[config.mk]
export PLATFORM = sky130hd
export DESIGN_NAME = fdcr_regs
export DESIGN_NICKNAME = d
export VERILOG_FILES = /design/src/core/fdcr_pkg.sv /design/src/core/fdcr_decode.sv /design/src/core/fdcr_regs.sv
export SDC_FILE = /design/constraint.sdc
export NUM_CORES = 1
export LEC_CHECK = 0
export ABC_AREA = 1
export BUFFER_PORTS_ARGS = -buffer_cell sky130_fd_sc_hd__buf_2
export CAP_MARGIN = 20
export CORE_MARGIN = 10
export CORE_UTILIZATION = 40
export CTS_CLUSTER_SIZE = 40
export DETAILED_ROUTE_END_ITERATION = 16
export PLACE_DENSITY = 0.69
export SYNTH_ARGS = -nofsm -noshare
export SYNTH_HDL_FRONTEND = slang
export SYNTH_SLANG_ARGS = --single-unit
[constraint.sdc]
create_clock -name clk_sys -period 2.8 [get_ports clk_sys]
set_input_delay 0.42 -clock clk_sys [delete_from_list [all_inputs] [get_ports clk_sys]]
set_output_delay 0.42 -clock clk_sys [all_outputs]
set_load 0.05 [all_outputs]
[src/core/fdcr_pkg.sv]
// shared constants for the floppy drive control register block
package fdcr_pkg;
    // register addresses on the 16-bit io address
    localparam logic [15:0] FDCR_ADDR_DOC = 16'h03f2;
    localparam logic [15:0] FDCR_ADDR_TAPE = 16'h03f3;
    localparam logic [15:0] FDCR_ADDR_RATE = 16'h03f4;
    localparam logic [15:0] FDCR_ADDR_CFG = 16'h03f7;
    // drive_output_control field positions
    localparam int FDCR_DOC_NUM_LSB = 0;
    localparam int FDCR_DOC_RST_BIT = 2;
    localparam int FDCR_DOC_DMA_BIT = 3;
    localparam int FDCR_DOC_MOT0_BIT = 4;
    localparam int FDCR_DOC_MOT1_BIT = 5;
    // rate_and_precomp_select field positions
    localparam int FDCR_RATE_CODE_LSB = 0;
    localparam int FDCR_RATE_PRE_LSB = 2;
    localparam int FDCR_RATE_ZERO_BIT = 5;
    localparam int FDCR_RATE_PD_BIT = 6;
    localparam int FDCR_RATE_SWR_BIT = 7;
    // reset values
    localparam logic [7:0] FDCR_DOC_RESET = 8'h00;
    localparam logic [1:0] FDCR_TAPE_RESET = 2'h0;
    localparam logic [7:0] FDCR_RATE_RESET = 8'h02;
    // least soft reset length, ns, and its cycle count at 20 MHz
    localparam int FDCR_SWR_MIN_NS = 100;
    localparam int FDCR_CLK_NS = 50;
    localparam int FDCR_SWR_CYCLES = (FDCR_SWR_MIN_NS + FDCR_CLK_NS - 1)
                                     / FDCR_CLK_NS;
    // system modes
    typedef enum logic [2:0] {
        FDCR_MODE_AT = 3'h1,
        FDCR_MODE_M30 = 3'h2,
        FDCR_MODE_ENH = 3'h4
    } fdcr_mode_t;
endpackage

[src/core/fdcr_decode.sv]
// drive select and motor decode, normal or swapped
`timescale 1ns/1ps
`default_nettype none
module fdcr_decode
    import fdcr_pkg::*;
(
    input wire logic [1:0] drive_num,
    input wire logic motor_on_bit_0,
    input wire logic motor_on_bit_1,
    input wire logic swap_drives,
    output logic drive_sel_0_low,
    output logic drive_sel_1_low,
    output logic motor_out_0_low,
    output logic motor_out_1_low
);
    wire logic sel0_n;
    wire logic sel1_n;
    assign sel0_n = !(drive_num == 2'h0 && motor_on_bit_0);
    assign sel1_n = !(drive_num == 2'h1 && motor_on_bit_1);
    // swap exchanges selects and motors together
    assign drive_sel_0_low = swap_drives ? sel1_n : sel0_n;
    assign drive_sel_1_low = swap_drives ? sel0_n : sel1_n;
    assign motor_out_0_low = swap_drives ? !motor_on_bit_1 : !motor_on_bit_0;
    assign motor_out_1_low = swap_drives ? !motor_on_bit_0 : !motor_on_bit_1;
endmodule // fdcr_decode
`default_nettype wire

[src/core/fdcr_regs.sv]
// floppy drive control, tape assignment and rate select registers
// How it works
// - drive number bits pick one select
// - reset bit low holds controller reset
// - soft reset keeps rate, config, other bits
// - soft reset lasts at least 100ns
// - drive control writable always, survives soft reset
// - dma gate enables dma pins and interrupt
// - dma gate reads zero after reset
// - enhanced mode keeps dma, interrupt enabled
// - bits 4 and 5 drive motors
// - bits 6 and 7 drive nothing
// - tape bits assign drives one to three
// - tape upper bits float, survive soft reset
// - normal decode selects by number and motor
// - motors inverted, swap exchanges both pairs
// - enhanced mode two tape read layout
// - drive type picked from config byte
// - rate select is write only
// - last write of rate or config wins
// - hardware reset loads rate with 02h
// - rate select bit layout
// - rate soft reset bit self clears
// - power down until reset or access
`timescale 1ns/1ps
`default_nettype none
module fdcr_regs
    import fdcr_pkg::*;
#(
    parameter int SWR_CYCLES = FDCR_SWR_CYCLES
)
(
    input wire logic clk_sys,
    input wire logic reset_n,
    input wire logic [15:0] io_addr,
    input wire logic io_wr,
    input wire logic io_rd,
    input wire logic [7:0] io_wdata,
    output logic [7:0] io_rdata,
    output logic [7:0] io_rdata_oe,
    input wire fdcr_mode_t sys_mode,
    input wire logic enhanced_floppy_mode_two,
    input wire logic swap_drives,
    input wire logic [7:0] drive_type_config_byte,
    input wire logic [1:0] boot_drive,
    input wire logic data_access,
    input wire logic dma_req_core,
    output logic soft_reset_low,
    output logic dma_irq_gate,
    output logic dma_req_out,
    output logic dma_req_oe,
    output logic drive_sel_0_low,
    output logic drive_sel_1_low,
    output logic motor_out_0_low,
    output logic motor_out_1_low,
    output logic [1:0] rate_code,
    output logic [2:0] write_shift,
    output logic power_down
);
    initial begin
        if (SWR_CYCLES < 1 || SWR_CYCLES > 255) begin
            $error("fdcr_regs: SWR_CYCLES out of range");
        end
    end

    logic [7:0] doc_q;
    logic [1:0] tape_q;
    logic [7:0] rate_q;
    logic [1:0] eff_rate_q;
    logic [7:0] swr_cnt_q;
    logic [7:0] swr_cnt_d;
    logic pd_q;
    logic srst_q;
    logic gate_q;
    logic req_q;
    logic req_oe_q;
    logic [7:0] rd_q;
    logic [7:0] rd_oe_q;
    logic ds0_q;
    logic ds1_q;
    logic mt0_q;
    logic mt1_q;
    wire logic ds0_w;
    wire logic ds1_w;
    wire logic mt0_w;
    wire logic mt1_w;

    // address decode
    wire logic hit_doc = io_addr == FDCR_ADDR_DOC;
    wire logic hit_tape = io_addr == FDCR_ADDR_TAPE;
    wire logic hit_rate = io_addr == FDCR_ADDR_RATE;
    wire logic hit_cfg = io_addr == FDCR_ADDR_CFG;
    wire logic wr_doc = io_wr && hit_doc;
    wire logic wr_tape = io_wr && hit_tape;
    wire logic wr_rate = io_wr && hit_rate;
    wire logic wr_cfg = io_wr && hit_cfg;
    wire logic enh = sys_mode == FDCR_MODE_ENH;

    // drive type field chosen by the drive number
    function automatic logic [1:0] type_pick(input logic [7:0] cfg,
                                             input logic [1:0] num);
        type_pick = cfg[{num, 1'b0} +: 2];
    endfunction

    // drive control accepts writes at any time
    // no soft reset term touches this register
    always_ff @(posedge clk_sys or negedge reset_n) begin
        if (!reset_n) begin
            doc_q <= FDCR_DOC_RESET;
        end else if (wr_doc) begin
            doc_q <= io_wdata;
        end
    end

    // tape bits have only the hardware reset
    always_ff @(posedge clk_sys or negedge reset_n) begin
        if (!reset_n) begin
            tape_q <= FDCR_TAPE_RESET;
        end else if (wr_tape) begin
            tape_q <= io_wdata[1:0];
        end
    end

    // only the hardware reset loads 02h
    // bit 5 is stored as zero
    always_ff @(posedge clk_sys or negedge reset_n) begin
        if (!reset_n) begin
            rate_q <= FDCR_RATE_RESET;
        end else if (wr_rate) begin
            rate_q <= {io_wdata[7:6], 1'b0, io_wdata[4:0]};
        end else if (rate_q[FDCR_RATE_SWR_BIT] && swr_cnt_q != 8'h00) begin
            // self clear once the stretch counter is loaded
            // the standing bit reloads the counter every cycle, so a
            // wait for any lower count would keep the reset forever
            rate_q[FDCR_RATE_SWR_BIT] <= 1'b0;
        end
    end

    // last writer of rate or config sets the rate
    always_ff @(posedge clk_sys or negedge reset_n) begin
        if (!reset_n) begin
            eff_rate_q <= FDCR_RATE_RESET[1:0];
        end else if (wr_rate) begin
            eff_rate_q <= io_wdata[FDCR_RATE_CODE_LSB +: 2];
        end else if (wr_cfg) begin
            eff_rate_q <= io_wdata[1:0];
        end
    end

    // stretch any soft reset request to the least length
    wire logic swr_req = !doc_q[FDCR_DOC_RST_BIT]
                         || rate_q[FDCR_RATE_SWR_BIT];
    always_comb begin
        swr_cnt_d = swr_cnt_q;
        if (swr_req) begin
            swr_cnt_d = 8'(SWR_CYCLES);
        end else if (swr_cnt_q != 8'h00) begin
            swr_cnt_d = swr_cnt_q - 8'h01;
        end
    end
    // counter cleared at reset; soft reset then comes from the reset bit, which resets low
    always_ff @(posedge clk_sys or negedge reset_n) begin
        if (!reset_n) begin
            swr_cnt_q <= 8'h00;
        end else begin
            swr_cnt_q <= swr_cnt_d;
        end
    end

    // power down until soft reset or data access
    always_ff @(posedge clk_sys or negedge reset_n) begin
        if (!reset_n) begin
            pd_q <= 1'b0;
        end else if (wr_rate && io_wdata[FDCR_RATE_PD_BIT]) begin
            pd_q <= 1'b1;
        end else if (swr_req || data_access) begin
            pd_q <= 1'b0;
        end
    end

    // reset stays active while the bit is low
    wire logic srst_d = swr_req || swr_cnt_q != 8'h00;
    // gate enables dma and irq in at and m30 modes
    // enhanced mode keeps them enabled through reset
    wire logic gate_d = enh || doc_q[FDCR_DOC_DMA_BIT];

    // one select at a time from the number bits
    // bits 4 and 5 feed the motors; 6, 7 unused
    // swap choice is a plain input
    fdcr_decode u_decode (
        .drive_num(doc_q[FDCR_DOC_NUM_LSB +: 2]),
        .motor_on_bit_0(doc_q[FDCR_DOC_MOT0_BIT]),
        .motor_on_bit_1(doc_q[FDCR_DOC_MOT1_BIT]),
        .swap_drives(swap_drives),
        .drive_sel_0_low(ds0_w),
        .drive_sel_1_low(ds1_w),
        .motor_out_0_low(mt0_w),
        .motor_out_1_low(mt1_w)
    );

    // read mux; rate select is write only so reads there float
    // no read path for rate select
    // upper tape bits float in normal mode
    wire logic [7:0] tape_rd = enhanced_floppy_mode_two ?
        {2'h0, type_pick(drive_type_config_byte, doc_q[1:0]),
         boot_drive, tape_q} : {6'h00, tape_q};
    wire logic [7:0] tape_oe = enhanced_floppy_mode_two ? 8'hff : 8'h03;
    // reading back the gate shows the stored drive control bit, zero after reset or after a write that clears it
    wire logic [7:0] rd_d = hit_doc ? doc_q : hit_tape ? tape_rd : 8'h00;
    wire logic [7:0] oe_d = !io_rd ? 8'h00 : hit_doc ? 8'hff :
                            hit_tape ? tape_oe : 8'h00;

    // output flops: one cycle behind the decode
    always_ff @(posedge clk_sys or negedge reset_n) begin
        if (!reset_n) begin
            srst_q <= 1'b1;
            gate_q <= 1'b0;
            req_q <= 1'b0;
            req_oe_q <= 1'b0;
            rd_q <= 8'h00;
            rd_oe_q <= 8'h00;
            ds0_q <= 1'b1;
            ds1_q <= 1'b1;
            mt0_q <= 1'b1;
            mt1_q <= 1'b1;
        end else begin
            srst_q <= srst_d;
            gate_q <= gate_d;
            req_q <= dma_req_core && gate_d;
            req_oe_q <= gate_d;
            rd_q <= rd_d;
            rd_oe_q <= oe_d;
            ds0_q <= ds0_w;
            ds1_q <= ds1_w;
            mt0_q <= mt0_w;
            mt1_q <= mt1_w;
        end
    end

    assign soft_reset_low = !srst_q;
    assign dma_irq_gate = gate_q;
    assign dma_req_out = req_q;
    assign dma_req_oe = req_oe_q;
    assign io_rdata = rd_q;
    assign io_rdata_oe = rd_oe_q;
    assign drive_sel_0_low = ds0_q;
    assign drive_sel_1_low = ds1_q;
    assign motor_out_0_low = mt0_q;
    assign motor_out_1_low = mt1_q;
    assign rate_code = eff_rate_q;
    assign write_shift = rate_q[FDCR_RATE_PRE_LSB +: 3];
    assign power_down = pd_q;

    // checks
    a_sel_onehot: assert property (@(posedge clk_sys) disable iff (!reset_n)
        !(ds0_q == 1'b0 && ds1_q == 1'b0))
        else $error("two drive selects active");
    a_rst_holds: assert property (@(posedge clk_sys) disable iff (!reset_n)
        !doc_q[FDCR_DOC_RST_BIT] |=> !soft_reset_low)
        else $error("soft reset not held");
    a_rst_length: assert property (@(posedge clk_sys) disable iff (!reset_n)
        $fell(soft_reset_low) |=> !soft_reset_low)
        else $error("soft reset too short");
    a_doc_keep: assert property (@(posedge clk_sys) disable iff (!reset_n)
        !wr_doc |=> $stable(doc_q))
        else $error("drive control changed without write");
    a_gate_enh: assert property (@(posedge clk_sys) disable iff (!reset_n)
        enh |=> dma_irq_gate)
        else $error("enhanced mode gate dropped");
    a_motor_map: assert property (@(posedge clk_sys) disable iff (!reset_n)
        !swap_drives && !wr_doc |=> motor_out_0_low == !doc_q[4])
        else $error("motor output mismatch");
    a_rate_last: assert property (@(posedge clk_sys) disable iff (!reset_n)
        wr_cfg && !wr_rate |=> rate_code == $past(io_wdata[1:0]))
        else $error("rate not from last write");
    a_swr_clear: assert property (@(posedge clk_sys) disable iff (!reset_n)
        wr_rate && io_wdata[7] && doc_q[2] |-> ##[1:6] !rate_q[7])
        else $error("rate soft reset did not clear");
    a_pd_wake: assert property (@(posedge clk_sys) disable iff (!reset_n)
        power_down && data_access && !wr_rate |=> !power_down)
        else $error("power down not left on access");
    a_gate_off: assert property (@(posedge clk_sys) disable iff (!reset_n)
        !enh && !doc_q[FDCR_DOC_DMA_BIT] |=> !dma_req_oe && !dma_irq_gate)
        else $error("dma request not floated with gate clear");
    a_tape_float: assert property (@(posedge clk_sys) disable iff (!reset_n)
        io_rd && hit_tape && !enhanced_floppy_mode_two |=> io_rdata_oe == 8'h03)
        else $error("upper tape bits driven in normal mode");
    a_sel_decode: assert property (@(posedge clk_sys) disable iff (!reset_n)
        !swap_drives && !wr_doc && doc_q[1:0] == 2'h0
        && doc_q[FDCR_DOC_MOT0_BIT] |=> !drive_sel_0_low)
        else $error("drive 0 select not asserted");
    c_drive0: cover property (@(posedge clk_sys) wr_doc && io_wdata == 8'h1c);
    c_drive1: cover property (@(posedge clk_sys) wr_doc && io_wdata == 8'h2d);
    c_swr: cover property (@(posedge clk_sys) $rose(soft_reset_low));
    c_swap: cover property (@(posedge clk_sys) swap_drives && !ds0_q);
    c_enh_two: cover property (@(posedge clk_sys)
        io_rd && hit_tape && enhanced_floppy_mode_two);
endmodule // fdcr_regs
`default_nettype wire

After elaboration in Yosys (flattened, before gate mapping)
Cells that the tools add are included.
{"block": "op_classes", "shift": 1, "multipliers": 0, "bitwise": 0, "n_eq_ne": 6, "mux": 19, "addsub": 1, "n_reduce_logical": 25, "div_mod_pow": 0, "magnitude_cmp": 0}
{"op": "$eq 16x10->1 const B", "n": 4}
{"op": "$mux 8", "n": 7}
{"op": "$mux 6", "n": 2}
{"op": "$logic_and 1x1->1", "n": 9}
{"op": "$mux 1", "n": 8}
{"op": "$reduce_bool 2->1", "n": 4}
{"op": "$reduce_bool 8->1", "n": 1}
{"op": "$shiftx 8x4->2", "n": 1}
{"op": "$sub 8x1->8 const B", "n": 1}
{"op": "$logic_not 1->1", "n": 6}
{"op": "$logic_or 1x1->1", "n": 4}
{"op": "$mux 2", "n": 2}
{"op": "$eq 3x3->1 const B", "n": 1}
{"op": "$eq 2x1->1 const B", "n": 1}
{"op": "$logic_not 2->1", "n": 1}
{"block": "word_totals", "out_inout_bits": 30, "wordCells": 68, "romBits": 0, "latchBits": 0, "memories": 0, "regBits": 50, "ramBits": 0}

Depth between registers and ports, before layout
{"block": "depth", "word_depth": 5, "ltp_mapped": 9}

Cells and area by module
A second synthesis with hierarchy kept.
{"block": "unflattened", "cells_unflattened": 263, "hier_area_um2": 2068.2}
{"mod": "fdcr_regs", "n_inst": 1, "seq_area_each_um2": 1058.5, "area_per_inst_um2": 2000.7, "cells_per_inst": 247}
{"mod": "fdcr_decode", "n_inst": 1, "seq_area_each_um2": 0.0, "area_per_inst_um2": 67.6, "cells_per_inst": 16}

Least setup slack after synthesis
No wires, ideal clock.
{"block": "synth_timing", "path_type": "reg-to-output", "startpoint": "register, netlist name io_rdata_oe[6]", "endpoint": "output io_rdata_oe[3]", "setup_slack_ns": 1.421, "stages_incl_launch_ff": 2, "n_path_buf": 1, "t_arrival_ns": 0.959, "path_cell_list": "dfrtp_1 -> buf_4"}
{"item": "end, declared", "line": "fdcr_regs.sv:40", "rtl": "output logic [7:0] io_rdata_oe,"}

Worst setup path in the final report
{"block": "layout_timing", "startpoint": "register eff_rate_q[1] (netlist: rate_code[1])", "endpoint": "output rate_code[1]"}
{"item": "start, declared", "line": "fdcr_regs.sv:69", "rtl": "logic [1:0] eff_rate_q;"}
{"item": "start signal, assigned", "line": "fdcr_regs.sv:142", "rtl": "eff_rate_q <= FDCR_RATE_RESET[1:0];"}
{"item": "start signal, assigned", "line": "fdcr_regs.sv:144", "rtl": "eff_rate_q <= io_wdata[FDCR_RATE_CODE_LSB +: 2];"}
{"item": "start signal, assigned", "line": "fdcr_regs.sv:146", "rtl": "eff_rate_q <= io_wdata[1:0];"}
{"item": "end, declared", "line": "fdcr_regs.sv:56", "rtl": "output logic [1:0] rate_code,"}
No word-level cell between the ends.

==> results.py <==
metrics = {
    "logic_synthesis": {
        "synth-async-reset-ratio_pct": 100.0,
        "synth_top_cell_area_share_pct": 39.93,
        "synth_edf_count": 0,
        "synthCells": 260,
        "ys_seq_area_share_pct": 46.92,
        "synth_warnings": 0,
        "syn_area_um2": 2256,
        "synth_seq_cells": 42,
        "synth_ff_type": "dfrtp_1",
        "synthDistinctLibCells": 31,
        "yosysTopAreaCell": "dfrtp_1",
        "syn_nets": 307,
        "ys_top_cells_by_area": "dfrtp_1 40%, nand2_1 9.7%, dfstp_2 7.0%",
        "syn-mean-instance-area_um2": 8.677,
    },
    "timing": {
        "tns_ps": 0,
        "worst_hold_slack_ps": 252.8,
        "period_needed_ps": 1494,
        "tightest_slew_ps": 890.8,
        "setup_slack_ps": 1306,
        "fin_crit_sh_pct": 53.35,
        "rsz0062_at_grt": "no",
        "setup_viol": 0,
        "fmax_mhz": 669.4,
        "finClkSkew_ps": 7.349,
        "hold_violations": 0,
        "max_slew_margin_pct": 40.62,
        "slew_violations": 0,
    },
    "clocking": {
        "path_clk_slew_ps": 70,
        "h-tree-depth": 2,
        "cts_tree": "yes",
        "cts.path.max_buffers": 2,
        "cts-root-buf": "clkbuf_8",
        "cts_resized": 0,
        "clock-sinks": 42,
        "cts_made_buffers": 5,
        "cts_hold_buf": 0,
        "clk_latency_ps": 290,
        "cts_setup_buffers": 0,
    },
    "setup_path": {
        "path_class": "flop to output port",
        "cpPeakStageDelay_ps": 530,
        "arrival_ps": 1070,
        "crit_family": "flip-flops",
        "crit_chain": "buf_2",
        "end_kind": "output port",
        "cpMaxStageDelayCell": "dfstp_2",
        "path_buf_inv": 1,
        "crit_fanout": 2,
        "reg2reg_slack_ps": 1320,
        "cp_data_required_time_ps": 2380,
        "start_kind": "flop",
    },
    "grt": {
        "gr-total-overflow": 0,
        "gr-usage-all-layers_pct": 11.33,
        "grt_max_degree": 43,
        "grt_pass1_wl_um": 8190,
        "antenna_found_initial": 0,
        "grt_pass1_vias": 1836,
    },
    "status": {
        "status": "finished, final reports clean",
    },
    "die": {
        "initial_core_util_pct": 40.97,
        "dieArea_um2": 9044,
        "rows": 27,
        "coreArea_um2": 5507,
        "die_w_um": 95.10,
        "ios": 75,
        "die_h_um": 95.10,
    },
    "power_and_ir_drop": {
        "p_leak_nw": 1.476,
        "peakVddDrop_v": 0.0001505,
        "p_per_area_nw_per_um2": 411.0,
    },
    "final_layout": {
        "syn2layout_area_growth_pct": 19.25,
        "drive_above_1_share_pct": 37.08,
        "post-route-util_pct": 48.85,
        "nNetsFinal": 375,
        "n_antenna_cell": 0,
    },
    "placement": {
        "gp_congestion": 0.8087,
        "pre_cts_ws_ps": 1114,
        "numPortBuffers": 74,
        "hpwl_um": 3980,
    },
    "drt": {
        "drt_iter0_drc": 55,
        "viasPerCell": 4.511,
        "drt_wl_total_um": 4958,
        "dr.pass1.iters": 4,
        "wl_per_cell_um": 12.36,
        "ant_nets": 0,
        "vias": 1809,
        "route.detailed.drc": 0,
    },
    "job": {
        "drv_cap": 0,
    },
    "min_path": {
        "min_path_type": "primary input to async pin",
    },
}
layout by cell type (no fill, tap or decap), drive strengths merged:
master / Yosys / final
buf: 13 / 74
nand2: 63 / 63
inv: 40 / 40
nor2: 40 / 40
dfrtp: 36 / 36
o21ai: 27 / 27
nand3: 13 / 13
a21oi: 7 / 7
clkbuf: 0 / 7
dfstp: 6 / 6
nand4: 6 / 6
ha: 2 / 2
a21boi: 1 / 1
nor3: 1 / 1
or2: 1 / 1
nand3b: 1 / 1
xnor2: 1 / 1
nor4: 1 / 1
o211ai: 1 / 1
clkinv: 0 / 1
state kept, by name, summed over array words and instances, names as in the netlist, 2 cells and up:
register     count
swr_cnt_q        8
rate_code        2
doc_q            8
io_rdata_oe      2
rate_q           4
io_rdata         8
tape_q           2
cells in the mapped netlist (2+ instances only):
master,n
o21ai_0,8
nand4_1,5
nand2_2,3
nor2_1,26
inv_2,2
dfstp_2,6
nand2_4,2
nor2_2,9
nand3_1,9
nor2_4,2
nand2_1,58
a21oi_1,7
buf_4,10
nor2_8,3
ha_1,2
dfrtp_1,36
buf_6,2
o21ai_2,8
nand3_4,3
o21ai_1,11
inv_1,38
report_power, final:
| part | leakage (nW) | switching [W] | internal [W] | total (W) |
|---|---|---|---|---|
| clock network | 0.0482 | 0.000198 | 0.000199 | 0.000397 |
| registers | 0.560 | 0.000000732 | 0.000611 | 0.000612 |
| logic | 0.868 | 0.0000625 | 0.0000345 | 0.0000970 |
| total | 1.48 | 0.000261 | 0.000845 | 0.00111 |
logic make-up (layout without fill, tap and decap cells):
group / after synthesis / count (layout) / synth area share [%]
and+or+nand+nor: 126 / 126 / 30.17
buffers and inverters: 53 / 122 / 11.87
xor gates and xnor gates: 1 / 1 / 0.3883
AOI/OAI and AO/OA: 36 / 36 / 9.540
DFF: 42 / 42 / 46.92
adders and majority gates: 2 / 2 / 1.109
layout make-up:
cell class	instances	area [um2]
fill	536	2816
sequential	42	1059
multi-input combinational	165	929.6
timing repair buffer	74	370.4
inverter	40	150.1
tap	72	90.09
clock buffer	7	86.33
clock inverter	1	5.005
metrics by stage:
step           power [W]  area, um2  instances
2_1_floorplan  0.0006689       2256        260
3_3_place_gp   0.0007218       2599        393
3_5_place_dp   0.0007227       2599        393
4_1_cts         0.001122       2690        401
5_1_grt         0.001156       2690        401
6_report        0.001106       2690        401
final timing paths:
check,from,to,cells after the start
max,rate_code[1],rate_code[1],1
min,reset_n,dma_req_out,1
max reg2reg,swr_cnt_q[0],swr_cnt_q[1],8
min reg2reg,rate_code[1],rate_code[1],2
max in group asynchronous,reset_n,doc_q[0],1
min in group clk_sys,io_wdata[1],tape_q[1],3
layer usage:
layer  track usage (%)  vias to the layer above  wire [um]
met4             4.489                        0         55
met2             18.58                       59       2299
met3             4.321                        4        483
met5                 0                        -          0
li1                  -                      945          -
met1             13.06                      801       2120
Note: power is estimated with default switching activity, not from simulation.
